File: src/bsp_pkg.sv
// Purpose: Constants for the buffered serial port in SPI clock-stop mode
// Assumes: 200 MHz system clock
// Notes: Used by the core, which passes the FIFO its sizes as parameters
package bsp_pkg;
    // ----------------------------------------
    // Widths and encodings
    // ----------------------------------------
    localparam int DATA_W = 8;
    localparam int FIFO_DEPTH = 8;
    localparam int DIV_W = 8;
    localparam int CNT_W = 4;
    localparam logic [1:0] CLKSTOP_DELAY = 2'h2;
    localparam logic [1:0] CLKSTOP_NODELAY = 2'h3;
    localparam logic SRC_CPU = 1'h1;
    localparam logic SRC_EXT = 1'h0;
    localparam logic [DIV_W-1:0] SLAVE_DIV = 8'h01;
    // ----------------------------------------
    // Timing
    // ----------------------------------------
    localparam int CLK_MHZ = 200;
    localparam int MAX_BIT_MHZ = 100;
    localparam int MIN_BIT_CYCLES = (CLK_MHZ + MAX_BIT_MHZ - 1) / MAX_BIT_MHZ;
    localparam logic [CNT_W-1:0] LAST_BIT = 4'h7;
    typedef enum logic [1:0] {
        ST_IDLE = 2'h0,
        ST_SEL = 2'h1,
        ST_SHIFT = 2'h3,
        ST_DONE = 2'h2
    } bsp_state_e;
endpackage : bsp_pkg

File: src/bsp_fifo.sv
// Purpose: Small synchronous FIFO with valid/ready on both sides
// Assumes: One clock, asynchronous active-low reset
// Notes: Read data come from a register
`timescale 1ns/1ps
module bsp_fifo #(
    parameter int WIDTH = 8,
    parameter int DEPTH = 8
) (
    input wire logic clock,
    input wire logic resetn,
    input wire logic [WIDTH-1:0] in_data,
    input wire logic in_valid,
    output logic in_ready,
    output logic [WIDTH-1:0] out_data,
    output logic out_valid,
    input wire logic out_ready
);
    localparam int AW = $clog2(DEPTH);
    logic [WIDTH-1:0] mem [DEPTH];
    logic [AW-1:0] wr_ptr;
    logic [AW-1:0] rd_ptr;
    logic [AW:0] count;
    logic [AW:0] next_count;
    wire do_wr = in_valid && in_ready;
    wire mem_nonempty = (count != '0);
    wire do_load = mem_nonempty && (!out_valid || out_ready);
    assign in_ready = (count != (AW+1)'(DEPTH));
    assign next_count = count + (AW+1)'(do_wr) - (AW+1)'(do_load);
    // ----------------------------------------
    // Storage
    // ----------------------------------------
    always_ff @(posedge clock) begin
        if (do_wr) begin
            mem[wr_ptr] <= in_data;
        end
    end
    always_ff @(posedge clock or negedge resetn) begin
        if (!resetn) begin
            wr_ptr <= '0;
            rd_ptr <= '0;
            count <= '0;
            out_valid <= 1'b0;
            out_data <= '0;
        end else begin
            count <= next_count;
            if (do_wr) begin
                wr_ptr <= wr_ptr + AW'(1);
            end
            if (do_load) begin
                rd_ptr <= rd_ptr + AW'(1);
                out_data <= mem[rd_ptr];
                out_valid <= 1'b1;
            end else if (out_ready) begin
                out_valid <= 1'b0;
            end
        end
    end
endmodule : bsp_fifo

File: src/bsp_spi.sv
// Purpose: Buffered serial port core in SPI clock-stop mode, master or slave
// Assumes: clock at 200 MHz; pins from outside pass two flip-flops
// Notes: Transmit bytes enter through a FIFO of 8 words plus its output register, 9 bytes in all
`timescale 1ns/1ps
module bsp_spi (
    input wire logic clock,
    input wire logic resetn,
    input wire logic master_mode,
    input wire logic [1:0] clock_stop_mode_sel,
    input wire logic tx_clock_polarity,
    input wire logic srg_clock_source_sel,
    input wire logic [7:0] srg_clock_divider,
    input wire logic ext_clock_in,
    input wire logic [7:0] tx_data,
    input wire logic tx_valid,
    output logic tx_ready,
    output logic [7:0] rx_data,
    output logic rx_valid,
    output logic busy,
    output logic tx_bit_clock_out,
    output logic tx_bit_clock_oe,
    input wire logic tx_bit_clock_in,
    output logic tx_frame_sync_out,
    output logic tx_frame_sync_oe,
    input wire logic tx_frame_sync_in,
    output logic rx_bit_clock_oe,
    input wire logic rx_bit_clock_in,
    output logic rx_frame_sync_oe,
    input wire logic rx_frame_sync_in,
    output logic data_out,
    output logic data_out_oe,
    input wire logic data_in
);
    // ----------------------------------------
    // Input synchronisers
    // ----------------------------------------
    logic [1:0] ext_s1, ext_s2;
    logic [1:0] pin_s1, pin_s2;
    logic [1:0] fs_s1, fs_s2;
    always_ff @(posedge clock or negedge resetn) begin
        if (!resetn) begin
            ext_s1 <= '0;
            ext_s2 <= '0;
            pin_s1 <= '0;
            pin_s2 <= '0;
            fs_s1 <= 2'h3;
            fs_s2 <= 2'h3;
        end else begin
            ext_s1 <= {ext_clock_in, data_in};
            ext_s2 <= ext_s1;
            pin_s1 <= {tx_bit_clock_in, rx_bit_clock_in};
            pin_s2 <= pin_s1;
            fs_s1 <= {tx_frame_sync_in, rx_frame_sync_in};
            fs_s2 <= fs_s1;
        end
    end
    wire ext_clk = ext_s2[1];
    wire miso = ext_s2[0];
    wire slave_clk = pin_s2[1];
    wire slave_sel = !fs_s2[1] && !fs_s2[0];
    // ----------------------------------------
    // Sample-rate generator
    // ----------------------------------------
    logic ext_prev;
    wire ext_tick = ext_clk && !ext_prev;
    wire use_cpu = master_mode ? srg_clock_source_sel : bsp_pkg::SRC_CPU;
    wire srg_tick = use_cpu ? 1'b1 : ext_tick;
    wire [7:0] div_eff = master_mode ? srg_clock_divider : bsp_pkg::SLAVE_DIV;
    wire div_even = !div_eff[0] && (div_eff != 8'h00);
    // High count N/2+1 if even, else (N+1)/2; low N/2 if even, else (N+1)/2
    wire [7:0] half_n1 = 8'((9'(div_eff) + 9'h001) >> 1);
    wire [7:0] high_len = div_even ? 8'((div_eff >> 1) + 8'h01) : half_n1;
    wire [7:0] low_len = div_even ? (div_eff >> 1) : half_n1;
    // Divider at zero only legal with the external clock source or in slave mode
    wire div_ok = !(use_cpu && div_eff == 8'h00) || !master_mode;
    // ----------------------------------------
    // Transfer control
    // ----------------------------------------
    bsp_pkg::bsp_state_e state;
    bsp_pkg::bsp_state_e next_state;
    logic [7:0] phase_cnt;
    logic clk_hi;
    logic [3:0] bit_cnt;
    logic [7:0] sh_tx, sh_rx;
    logic slave_clk_prev;
    logic [7:0] fifo_data;
    logic fifo_valid;
    logic fifo_ready;
    bsp_fifo #(.WIDTH(bsp_pkg::DATA_W), .DEPTH(bsp_pkg::FIFO_DEPTH)) u_fifo (
        .clock(clock),
        .resetn(resetn),
        .in_data(tx_data),
        .in_valid(tx_valid),
        .in_ready(tx_ready),
        .out_data(fifo_data),
        .out_valid(fifo_valid),
        .out_ready(fifo_ready)
    );
    wire mode_ok = (clock_stop_mode_sel == bsp_pkg::CLKSTOP_DELAY)
        || (clock_stop_mode_sel == bsp_pkg::CLKSTOP_NODELAY);
    wire nodelay = (clock_stop_mode_sel == bsp_pkg::CLKSTOP_NODELAY);
    wire phase_end = srg_tick && (phase_cnt + 8'h01 >= (clk_hi ? high_len : low_len));
    // Master edges; leading edge is where clk_hi rises and the generated clock leaves its idle level
    wire m_lead = (state == bsp_pkg::ST_SHIFT) && phase_end && !clk_hi;
    wire m_trail = (state == bsp_pkg::ST_SHIFT) && phase_end && clk_hi;
    // Slave edges seen after polarity correction
    wire s_norm = slave_clk ^ tx_clock_polarity;
    wire s_lead = !master_mode && slave_sel && s_norm && !slave_clk_prev;
    wire s_trail = !master_mode && slave_sel && !s_norm && slave_clk_prev;
    wire lead = master_mode ? m_lead : s_lead;
    wire trail = master_mode ? m_trail : s_trail;
    // Delay mode: sample lead, shift trail; no-delay mode: sample trail, shift lead
    wire do_sample = nodelay ? trail : lead;
    wire do_shift = nodelay ? lead : trail;
    // No-delay mode puts the first bit out on the first lead
    wire [7:0] tx_load = nodelay ? fifo_data : {fifo_data[6:0], 1'b0};
    wire last_bit = (bit_cnt == bsp_pkg::LAST_BIT);
    wire start_m = master_mode && mode_ok && div_ok && fifo_valid;
    wire start_s = !master_mode && mode_ok && slave_sel;
    assign fifo_ready = (state == bsp_pkg::ST_IDLE) && (start_m || start_s);
    always_comb begin
        next_state = state;
        unique case (state)
            bsp_pkg::ST_IDLE: begin
                if (start_m) begin
                    next_state = bsp_pkg::ST_SEL;
                end else if (start_s) begin
                    next_state = bsp_pkg::ST_SHIFT;
                end
            end
            bsp_pkg::ST_SEL: begin
                if (phase_end) begin
                    next_state = bsp_pkg::ST_SHIFT;
                end
            end
            bsp_pkg::ST_SHIFT: begin
                if (!master_mode && !slave_sel) begin
                    next_state = bsp_pkg::ST_IDLE;
                end else if (last_bit && trail) begin
                    next_state = bsp_pkg::ST_DONE;
                end
            end
            bsp_pkg::ST_DONE: begin
                if (!master_mode || phase_end) begin
                    next_state = bsp_pkg::ST_IDLE;
                end
            end
        endcase
    end
    always_ff @(posedge clock or negedge resetn) begin
        if (!resetn) begin
            state <= bsp_pkg::ST_IDLE;
            phase_cnt <= 8'h00;
            clk_hi <= 1'b0;
            ext_prev <= 1'b0;
            slave_clk_prev <= 1'b0;
        end else begin
            state <= next_state;
            ext_prev <= ext_clk;
            slave_clk_prev <= s_norm;
            if (state == bsp_pkg::ST_IDLE) begin
                phase_cnt <= 8'h00;
                clk_hi <= 1'b0;
            end else if (phase_end) begin
                phase_cnt <= 8'h00;
                clk_hi <= (state == bsp_pkg::ST_SHIFT) ? !clk_hi : 1'b0;
            end else if (srg_tick) begin
                phase_cnt <= phase_cnt + 8'h01;
            end
        end
    end
    // ----------------------------------------
    // Shift registers
    // ----------------------------------------
    always_ff @(posedge clock or negedge resetn) begin
        if (!resetn) begin
            bit_cnt <= 4'h0;
            sh_tx <= 8'h00;
            sh_rx <= 8'h00;
            rx_data <= 8'h00;
            rx_valid <= 1'b0;
            data_out <= 1'b0;
        end else begin
            rx_valid <= 1'b0;
            if (state == bsp_pkg::ST_IDLE) begin
                bit_cnt <= 4'h0;
                sh_tx <= fifo_ready ? tx_load : 8'h00;
                data_out <= fifo_ready && fifo_data[7];
            end else begin
                if (do_sample) begin
                    sh_rx <= {sh_rx[6:0], miso};
                end
                if (do_shift) begin
                    data_out <= sh_tx[7];
                    sh_tx <= {sh_tx[6:0], 1'b0};
                end
                if (trail) begin
                    bit_cnt <= bit_cnt + 4'h1;
                end
                if (trail && last_bit) begin
                    rx_data <= nodelay ? {sh_rx[6:0], miso} : sh_rx;
                    rx_valid <= 1'b1;
                end
            end
        end
    end
    // ----------------------------------------
    // Pins
    // ----------------------------------------
    assign busy = (state != bsp_pkg::ST_IDLE);
    assign tx_bit_clock_out = clk_hi ^ tx_clock_polarity;
    assign tx_frame_sync_out = !busy;
    assign tx_bit_clock_oe = master_mode;
    assign tx_frame_sync_oe = master_mode;
    assign rx_bit_clock_oe = 1'b0;
    assign rx_frame_sync_oe = 1'b0;
    assign data_out_oe = master_mode || (busy && slave_sel);
endmodule : bsp_spi

File: config.mk
export PLATFORM = sky130hd
export DESIGN_NAME = bsp_spi
export DESIGN_NICKNAME = d
export VERILOG_FILES = /design/src/bsp_pkg.sv /design/src/bsp_fifo.sv /design/src/bsp_spi.sv
export SDC_FILE = /design/constraint.sdc
export NUM_CORES = 1
export LEC_CHECK = 0
export ABC_AREA = 1
export BUFFER_PORTS_ARGS = -buffer_cell sky130_fd_sc_hd__buf_4
export CORE_MARGIN = 2
export CORE_UTILIZATION = 60
export DETAILED_ROUTE_END_ITERATION = 7
export HOLD_SLACK_MARGIN = 0.05
export PLACE_DENSITY = 0.8
export SLEW_MARGIN = 0
export SYNTH_ARGS = -nofsm -noshare
export SYNTH_HDL_FRONTEND = slang
export SYNTH_SLANG_ARGS = --single-unit
File: constraint.sdc
create_clock -name clock -period 3.61 [get_ports clock]
set_input_delay 0.1805 -clock clock [delete_from_list [all_inputs] [get_ports clock]]
set_output_delay 0.1805 -clock clock [all_outputs]
set_load 0.05 [all_outputs]
==> results.ini, run 1 <==
[timing]
tightest_slew_ps = 943
finalCritPeriodShare = 0.840
skew_ps = 6.45
rsz0062_at_grt = no
tns_ps = 0
setup_viol = 0
clock.fmax_ghz = 0.330
slew_violations = 0
post-route-min-period_ps = 3030
hold_viol_final = 0
max_slew_margin = 0.369

[cts]
tritoncts = done
clk_path_buf_depth = 2
cts_root_buffer = clkbuf_8
insertion_delay_ps = 520
cts.reportedPaths.clkPinSlew_ps = 60
numCtsBuffers = 17
cts_resized = 0
cts.sinks = 136
ctsHoldBuffers = 16
h-tree-depth = 4
cts_setup_buffers = 0

[flow_run]
cap_violations = 0

[worst_setup_path]
arrival_ps = 3440
crit_required_ps = 4020
cp-start-kind = flop
cp_slowest_cell = dfrtp_1
path_class = flop to flop
end_kind = flop
crit_fanout = 9
critPathMaxStageDelay_ps = 420
cp_common_cell = nand2_1
crit_chain = inv_1 > nor2_1 > nand3_1 > nor2_1 > nand2_1 > xor2_1 > inv_1 > ha_1 > nand2_1 > o21a_1 > nand2_1 > nand4_1 > nand2_1 > nand2_1 > nand2_2 > nand2_1 > nand2_1 > nand2_1

[routing]
vias = 4978
drtAntennaViolNets = 0
drt_iter0_markers = 386
vias_per_cell = 5.68
wl_mm = 14.1
wl_per_cell_um = 16.1
drc_errors = 0
drtPass1Iterations = 6

[power]
powerDensity_nw_per_um2 = 764
fin_total_pwr_uw = 5860
p_leak_uw = 0.00348
peakVddDrop_v = 0.000560

[grt]
grt-ovfl-total = 0
grt_max_degree = 73
grt_pass1_wl_mm = 23.5
grt_usage = 0.266
antenna_found_initial = 0
grt_pass1_vias = 4949

[logic_synthesis]
synth_top_area_frac = 0.296
ys_seq_area_frac = 0.574
synth_top_cell_by_area = edfxtp_1
synth_area_um2 = 6490
synth_top_cells_by_count = nand2_1, dfrtp_1, o21ai_0
synth.avg_cell_area_um2 = 9.75
synth_cells = 666
ys_types = 44
yosysMostFrequentCell = nand2_1
synth_edf_count = 64
ys_seq_elements = 136
async_flop_share = 0.529
yosysWarnings = 0
synth_area_leaders = edfxtp_1, dfrtp_1, nand2_1
synth_flop_cell = dfrtp_1

[status]
status = finished clean

[cells_and_area]
multi_input_area_um2 = 2410
final_nets = 780
regArea_um2 = 3730
antenna_cells = 0
fillCellCount = 737
drive_gt1_frac = 0.154
area_growth_pct = 18.2

[placement]
hpwl_mm = 8.86
portBuffers = 45
globalplace.congestion = 0.867

[floorplan]
initial_core_util = 0.623
io_pins = 49
core_um2 = 10400
die_y_um = 108
die_w_um = 108
die_area_um2 = 11700
rows = 37

[min_path]
hold_class = primary input to flop

worst paths after layout:
check / slack (ps) / start / end / cells past startpoint
setup / recovery: 580 / phase_cnt[1]$_DFFE_PN0P_ / sh_rx[1]$_DFFE_PN0P_ / 18
hold / removal: 100 / clock_stop_mode_sel[1] / sh_tx[0]$_DFFE_PN0P_ / 5
setup reg to reg: 580 / phase_cnt[1]$_DFFE_PN0P_ / sh_rx[1]$_DFFE_PN0P_ / 18
hold reg to reg: 350 / ext_s1[0]$_DFF_PN0_ / ext_s2[0]$_DFF_PN0_ / 0
max in group asynchronous: 2700 / resetn / sh_rx[1]$_DFFE_PN0P_ / 2
min in group asynchronous: 330 / resetn / clk_hi$_DFFE_PN0P_ / 2
flip-flops by register name (all words and copies together) (netlist names), 2 cells and up:
register / count
u_fifo.wr_ptr: 3
state: 2
sh_rx: 8
u_fifo.out_data: 8
ext_s1: 2
bit_cnt: 4
u_fifo.rd_ptr: 3
fs_s2: 2
phase_cnt: 8
u_fifo.count: 4
fs_s1: 2
sh_tx: 8
u_fifo.mem: 64
ext_s2: 2
rx_data: 8
logic make-up after synthesis:
kind of cell    Yosys count  share of synthesized area
simple gates            283                      0.194
fa+ha+maj                21                     0.0416
other cells               1                   0.000577
compound gates          119                      0.108
flops                   136                      0.574
xor+xnor                 18                     0.0254
buf+inv                  88                     0.0557
worst max-delay path, delay by kind of cell, from the launching register on:
family | cells | cell delay (ps)
AO/OA/AOI/OAI | 1 | 180
AND/OR/NAND/NOR | 13 | 1670
flip-flops | 1 | 420
buffers and inverters | 2 | 210
adder cells (fa/ha/maj) | 1 | 300
XOR/XNOR | 1 | 130
final cells by class:
class | count | area share
flip-flops and latches | 136 | 0.486
multi-input cells | 443 | 0.314
repair buffers | 65 | 0.0688
clock buffers | 17 | 0.0539
inverters | 66 | 0.0323
clock inverters | 14 | 0.0238
well taps | 136 | 0.0222
per-stage QoR:
step	worst slack (ps)	std cells	cell area (um^2)	utilization	hold slack, ps
after CTS	631	877	7680	0.737	86.2
after floorplan	682	667	6500	-	-115
after detailed placement	253	830	6920	0.665	290
after global placement	359	830	6920	0.665	289
final	576	877	7680	0.737	100
after global routing	245	877	7680	0.737	120
routing by layer:
layer	global-route usage	vias to the layer above	share of wire
li1	-	2372	-
met1	0.322	2403	0.40
met2	0.470	167	0.52
met3	0.0470	36	0.052
met4	0.108	0	0.023
met5	0	-	0
cells in the final DEF, fill, tap and decap left out, types with 4 or more instances in the layout:
master,n
clkinv_1,5
nor2_1,61
o221ai_1,17
ha_1,20
dfrtp_1,68
nand4_1,4
clkbuf_16,16
bufinv_16,4
nand2_2,9
dfstp_2,4
dlygate4sd3_1,16
nand2_4,6
buf_4,49
nand2_1,145
edfxtp_1,64
xor2_1,14
inv_1,60
o21ai_0,67
a21oi_1,12
o21ai_1,10
nand3_1,42
power by group:
| part | internal, uW | switching, uW |
|---|---|---|
| sequential | 1970 | 249 |
| clock | 1110 | 634 |
| combinational | 634 | 1270 |
(Power assumes the default switching activity.)
==> run 2: changes to the inputs <==
CORE_UTILIZATION = 54   (was 60)
PLACE_DENSITY = 0.76   (was 0.8)
clock period = 2.7 ns   (was 3.61 ns; I/O delays follow)
==> results.ini, run 2 (same netlist as run 1, synthesis figures left out) <==
[worst_setup_path]
cp-startpoint = master_mode
path_class = primary input to flop
cp_common_cell = nand2_1
arrival_ps = 3100
cp_slowest_cell = ha_4
end_kind = flop
crit_required_ps = 3010
cp-start-kind = primary input
critPathMaxStageDelay_ps = 280
crit_fanout = 9
crit_chain = buf_4 > buf_12 > nand2_1 > buf_4 > nor2_1 > nand3_1 > nor2_1 > inv_1 > nor2_1 > o21ai_1 > or2_1 > ha_4 > nand2_2 > o21a_1 > nand2_2 > nand4_1 > nand2_1 > nand2_1 > nand2_4 > nand2_8 > nand2_2 > nand2_1
reg2reg_from = phase_cnt[0]$_DFFE_PN0P_

[cells_and_area]
stdcell_area_um2 = 8270
antenna_cells = 0
area_growth_pct = 27.4
fillCellCount = 835
mostFrequentLayoutCell = nand2_1
final_nets = 826
top_register = u_fifo.mem
drive_gt1_frac = 0.264
largest_reg_flops = 64
final_util = 0.697
multi_input_area_um2 = 2640
regArea_um2 = 3730
layout_common_cells = nand2_1, buf_4, dfrtp_1

[floorplan]
initial_core_util = 0.547
die_w_um = 114
rows = 40
core_um2 = 11900
die_area_um2 = 12900
io_pins = 49
die_y_um = 114

[routing]
drt_iter0_markers = 269
vias_per_cell = 5.47
drc_errors = 0
wl_per_cell_um = 15.9
wl_mm = 14.8
vias = 5112
drtPass1Iterations = 5
drtAntennaViolNets = 0

[min_path]
worstHoldStart = clock_stop_mode_sel[1]
hold_class = primary input to flop

[cts]
cts.sinks = 136
tritoncts = done
insertion_delay_ps = 420
h-tree-depth = 4
numCtsBuffers = 17
cts.reportedPaths.clkPinSlew_ps = 60
clk_path_buf_depth = 2
cts_root_buffer = clkbuf_16

[grt]
grt_pass1_wl_mm = 23.3
grt-ovfl-total = 0
grt_pass1_vias = 5018
grt_max_degree = 73
grt_usage = 0.232
antenna_found_initial = 0

[placement]
portBuffers = 45
hpwl_mm = 9.26
globalplace.congestion = 0.827
dp_slack_ps = -270
placed_area_um2 = 7220

[status]
status = complete, but fails checks
violations = setup timing

[power]
p_leak_uw = 0.00372
powerDensity_nw_per_um2 = 973
peakVddDrop_v = 0.000718

[timing]
finalCritPeriodShare = 1.03
hold_viol_final = 0
tightest_slew_ps = 910
post-route-min-period_ps = 2790
slew_violations = 0
layout_setup_ws_ps = -89.1
clock.fmax_ghz = 0.359
rsz0062_at_grt = yes
setup_viol = 31
skew_ps = 7.94
max_slew_margin = 0.393

[flow_run]
cap_violations = 0

run 2: worst paths after layout:
kind	cells after the start	end	slack, ps
min in group asynchronous	2	phase_cnt[3]$_DFFE_PN0P_	370
worst min register to register	0	pin_s2[1]$_DFF_PN0_	350
worst max register to register	17	sh_rx[3]$_DFFE_PN0P_	-40
max in group asynchronous	2	u_fifo.count[0]$_DFF_PN0_	1720
worst min-delay path	5	sh_tx[0]$_DFFE_PN0P_	180
worst max-delay path	22	sh_rx[3]$_DFFE_PN0P_	-90
run 2: report_power, final:
part	leakage, uW	internal (uW)	total, uW	switching [uW]
clock network	0.000270	1220	2150	929
logic	0.00195	1090	2950	1850
registers	0.00150	2630	2950	321
total	0.00372	4950	8050	3100
run 2: what timing repair did:
item	in CTS	in global routing
pin swaps	2	17
cloned	0	1
endpoints found under the setup margin	17	41
gates resized for setup	2	55
buffers inserted	7	6
hold endpoints to repair	139	0
hold buffers	16	0
run 2: final cells by class:
type	count	share of cell area
Clock inverter	14	0.0139
Clock buffer	18	0.0531
Timing Repair Buffer	110	0.110
Multi-Input combinational cell	444	0.319
Sequential cell	136	0.451
Inverter	66	0.0309
Tap cell	147	0.0222
run 2: through the flow:
step                      hold WS, ps  instances  setup TNS (ps)  total power [uW]
after floorplan                  -161        667            -213              4810
after global placement            246        873           -4260              5460
after detailed placement          245        873           -7980              5610
after CTS                         163        928               0              7810
after global routing              191        935           -9970              8550
final                             176        935           -1270              8050
run 2: metal layers:
| metal | wire length, um | up-vias | track usage |
|---|---|---|---|
| li1 | - | 2474 | - |
| met4 | 383 | 0 | 0.106 |
| met1 | 6000 | 2461 | 0.272 |
| met5 | 0 | - | 0 |
| met3 | 648 | 35 | 0.0515 |
| met2 | 7790 | 142 | 0.408 |
run 2: critical path: cells and delay by family:
kind            cells  cell delay [ps]
compound gates      2              310
simple gates       15             1860
fa+ha+maj           1              280
buf+inv             4              500
==> run 3: changes to the inputs <==
BUFFER_PORTS_ARGS = default   (was -buffer_cell sky130_fd_sc_hd__buf_4)
CORE_MARGIN = default   (was 2)
CORE_UTILIZATION = 57   (was 54)
DONT_BUFFER_PORTS = 1   (was default)
PLACE_DENSITY = 0.75   (was 0.76)
==> results.ini, run 3 (same netlist as run 1, synthesis figures left out) <==
[cts]
insertion_delay_ps = 420
cts.sinks = 136
cts.reportedPaths.clkPinSlew_ps = 60
h-tree-depth = 4
numCtsBuffers = 17
tritoncts = done
cts_root_buffer = clkbuf_16
clk_path_buf_depth = 2

[flow_run]
cap_violations = 0

[cells_and_area]
layout_common_cells = nand2_1, dfrtp_1, o21ai_0, edfxtp_1
largest_reg_flops = 64
drive_gt1_frac = 0.209
mostFrequentLayoutCell = nand2_1
fillCellCount = 747
area_growth_pct = 22.6
top_register = u_fifo.mem
antenna_cells = 0
final_nets = 780
final_util = 0.725

[status]
status = finished clean

[grt]
grt_usage = 0.247
grt_max_degree = 73
grt_pass1_wl_mm = 22.0
grt_pass1_vias = 4924
grt-ovfl-total = 0
antenna_found_initial = 0

[timing]
max_slew_margin = 0.427
rsz0062_at_grt = yes
holdWs_ps = 80.9
clock.fmax_ghz = 0.375
tightest_slew_ps = 858
post-route-min-period_ps = 2670
setup_viol = 0
slew_violations = 0
skew_ps = 9.78
finalCritPeriodShare = 0.989
hold_viol_final = 0

[power]
p_leak_uw = 0.00352
powerDensity_nw_per_um2 = 1020
fin_total_pwr_uw = 8140
peakVddDrop_v = 0.000652

[routing]
wl_per_cell_um = 15.5
drc_errors = 0
drtAntennaViolNets = 0
drtPass1Iterations = 5
wl_mm = 13.7
vias_per_cell = 5.56
vias = 4903
drt_iter0_markers = 328

[worst_setup_path]
path_class = flop to flop
crit_chain = ha_2 > nand3_2 > nor2_1 > nand2_1 > xor2_2 > inv_1 > ha_1 > nand2_2 > o21a_1 > nand2_2 > nand4_1 > nand2_4 > buf_8 > buf_4 > a21oi_1 > o21a_1
r2r_cells = 16
crit_fanout = 7
cp_slowest_cell = dfrtp_1
crit_required_ps = 3010
cp-start-kind = flop
end_kind = flop
arrival_ps = 2980
critPathMaxStageDelay_ps = 370

[floorplan]
rows = 38
die_w_um = 109
die_y_um = 109
core_um2 = 11000
die_area_um2 = 11800
initial_core_util = 0.591
io_pins = 49

[min_path]
hold_class = primary input to flop
hold_path_depth = 5

[placement]
hpwl_mm = 8.52
globalplace.congestion = 0.834
portBuffers = 0

[run 3: worst paths after layout]
path                                     startpoint                        to  slack, ps
max in group asynchronous                    resetn        fs_s2[1]$_DFF_PN1_       2120
min reg2reg                     ext_s1[1]$_DFF_PN0_       ext_s2[1]$_DFF_PN0_        350
max                        phase_cnt[1]$_DFFE_PN0P_    bit_cnt[0]$_DFFE_PN0P_         30
min                                     master_mode      sh_tx[0]$_DFFE_PN0P_         80
min in group asynchronous                    resetn  phase_cnt[7]$_DFFE_PN0P_        240
max reg2reg                phase_cnt[1]$_DFFE_PN0P_    bit_cnt[0]$_DFFE_PN0P_         30
[run 3: per-stage QoR]
stage | cell area [um^2] | setup slack (ps) | cells | setup TNS [ps]
finish | 7960 | 29.8 | 882 | 0
global route | 7960 | -117 | 882 | -2760
CTS | 7710 | 5.01 | 872 | 0
detailed placement | 6810 | -111 | 814 | -1830
global placement | 6810 | -19.8 | 814 | -174
floorplan | 6540 | -23.5 | 667 | -213
[run 3: final cells by class]
cell class / count / area [um^2] / area share
Clock buffer: 17 / 425 / 0.0534
Clock inverter: 15 / 183 / 0.0229
Inverter: 66 / 255 / 0.0321
Multi-Input combinational cell: 444 / 2610 / 0.328
Sequential cell: 136 / 3730 / 0.468
Tap cell: 140 / 175 / 0.0220
Timing Repair Buffer: 64 / 587 / 0.0737
[run 3: power by group]
group	leakage (uW)	internal, uW	total (uW)	switching (uW)
clock network	0.000302	1400	2360	962
registers	0.00150	2630	2950	321
logic	0.00172	1040	2820	1780
total	0.00352	5080	8140	3060
[run 3: per-layer routing]
| layer | wire (um) | track usage | vias to the layer above |
|---|---|---|---|
| li1 | - | - | 2373 |
| met1 | 5500 | 0.280 | 2329 |
| met2 | 7040 | 0.423 | 163 |
| met3 | 743 | 0.0669 | 38 |
| met4 | 378 | 0.136 | 0 |
| met5 | 0 | 0 | - |
[run 3: critical path, delay by kind of cell (launching register included)]
family	cells	cell delay [ps]
AO/OA/AOI/OAI	3	360
adder cells (fa/ha/maj)	2	500
buffers and inverters	3	330
AND/OR/NAND/NOR	7	780
flip-flops	1	370
XOR/XNOR	1	180
[run 3: what timing repair did]
action | in CTS | in global routing
hold endpoints to repair | 144 | 0
gates cloned | 1 | 0
hold buffers | 18 | 0
pin swaps | 5 | 16
gates resized for setup | 4 | 43
buffers inserted | 7 | 10
setup endpoints to repair | 27 | 40
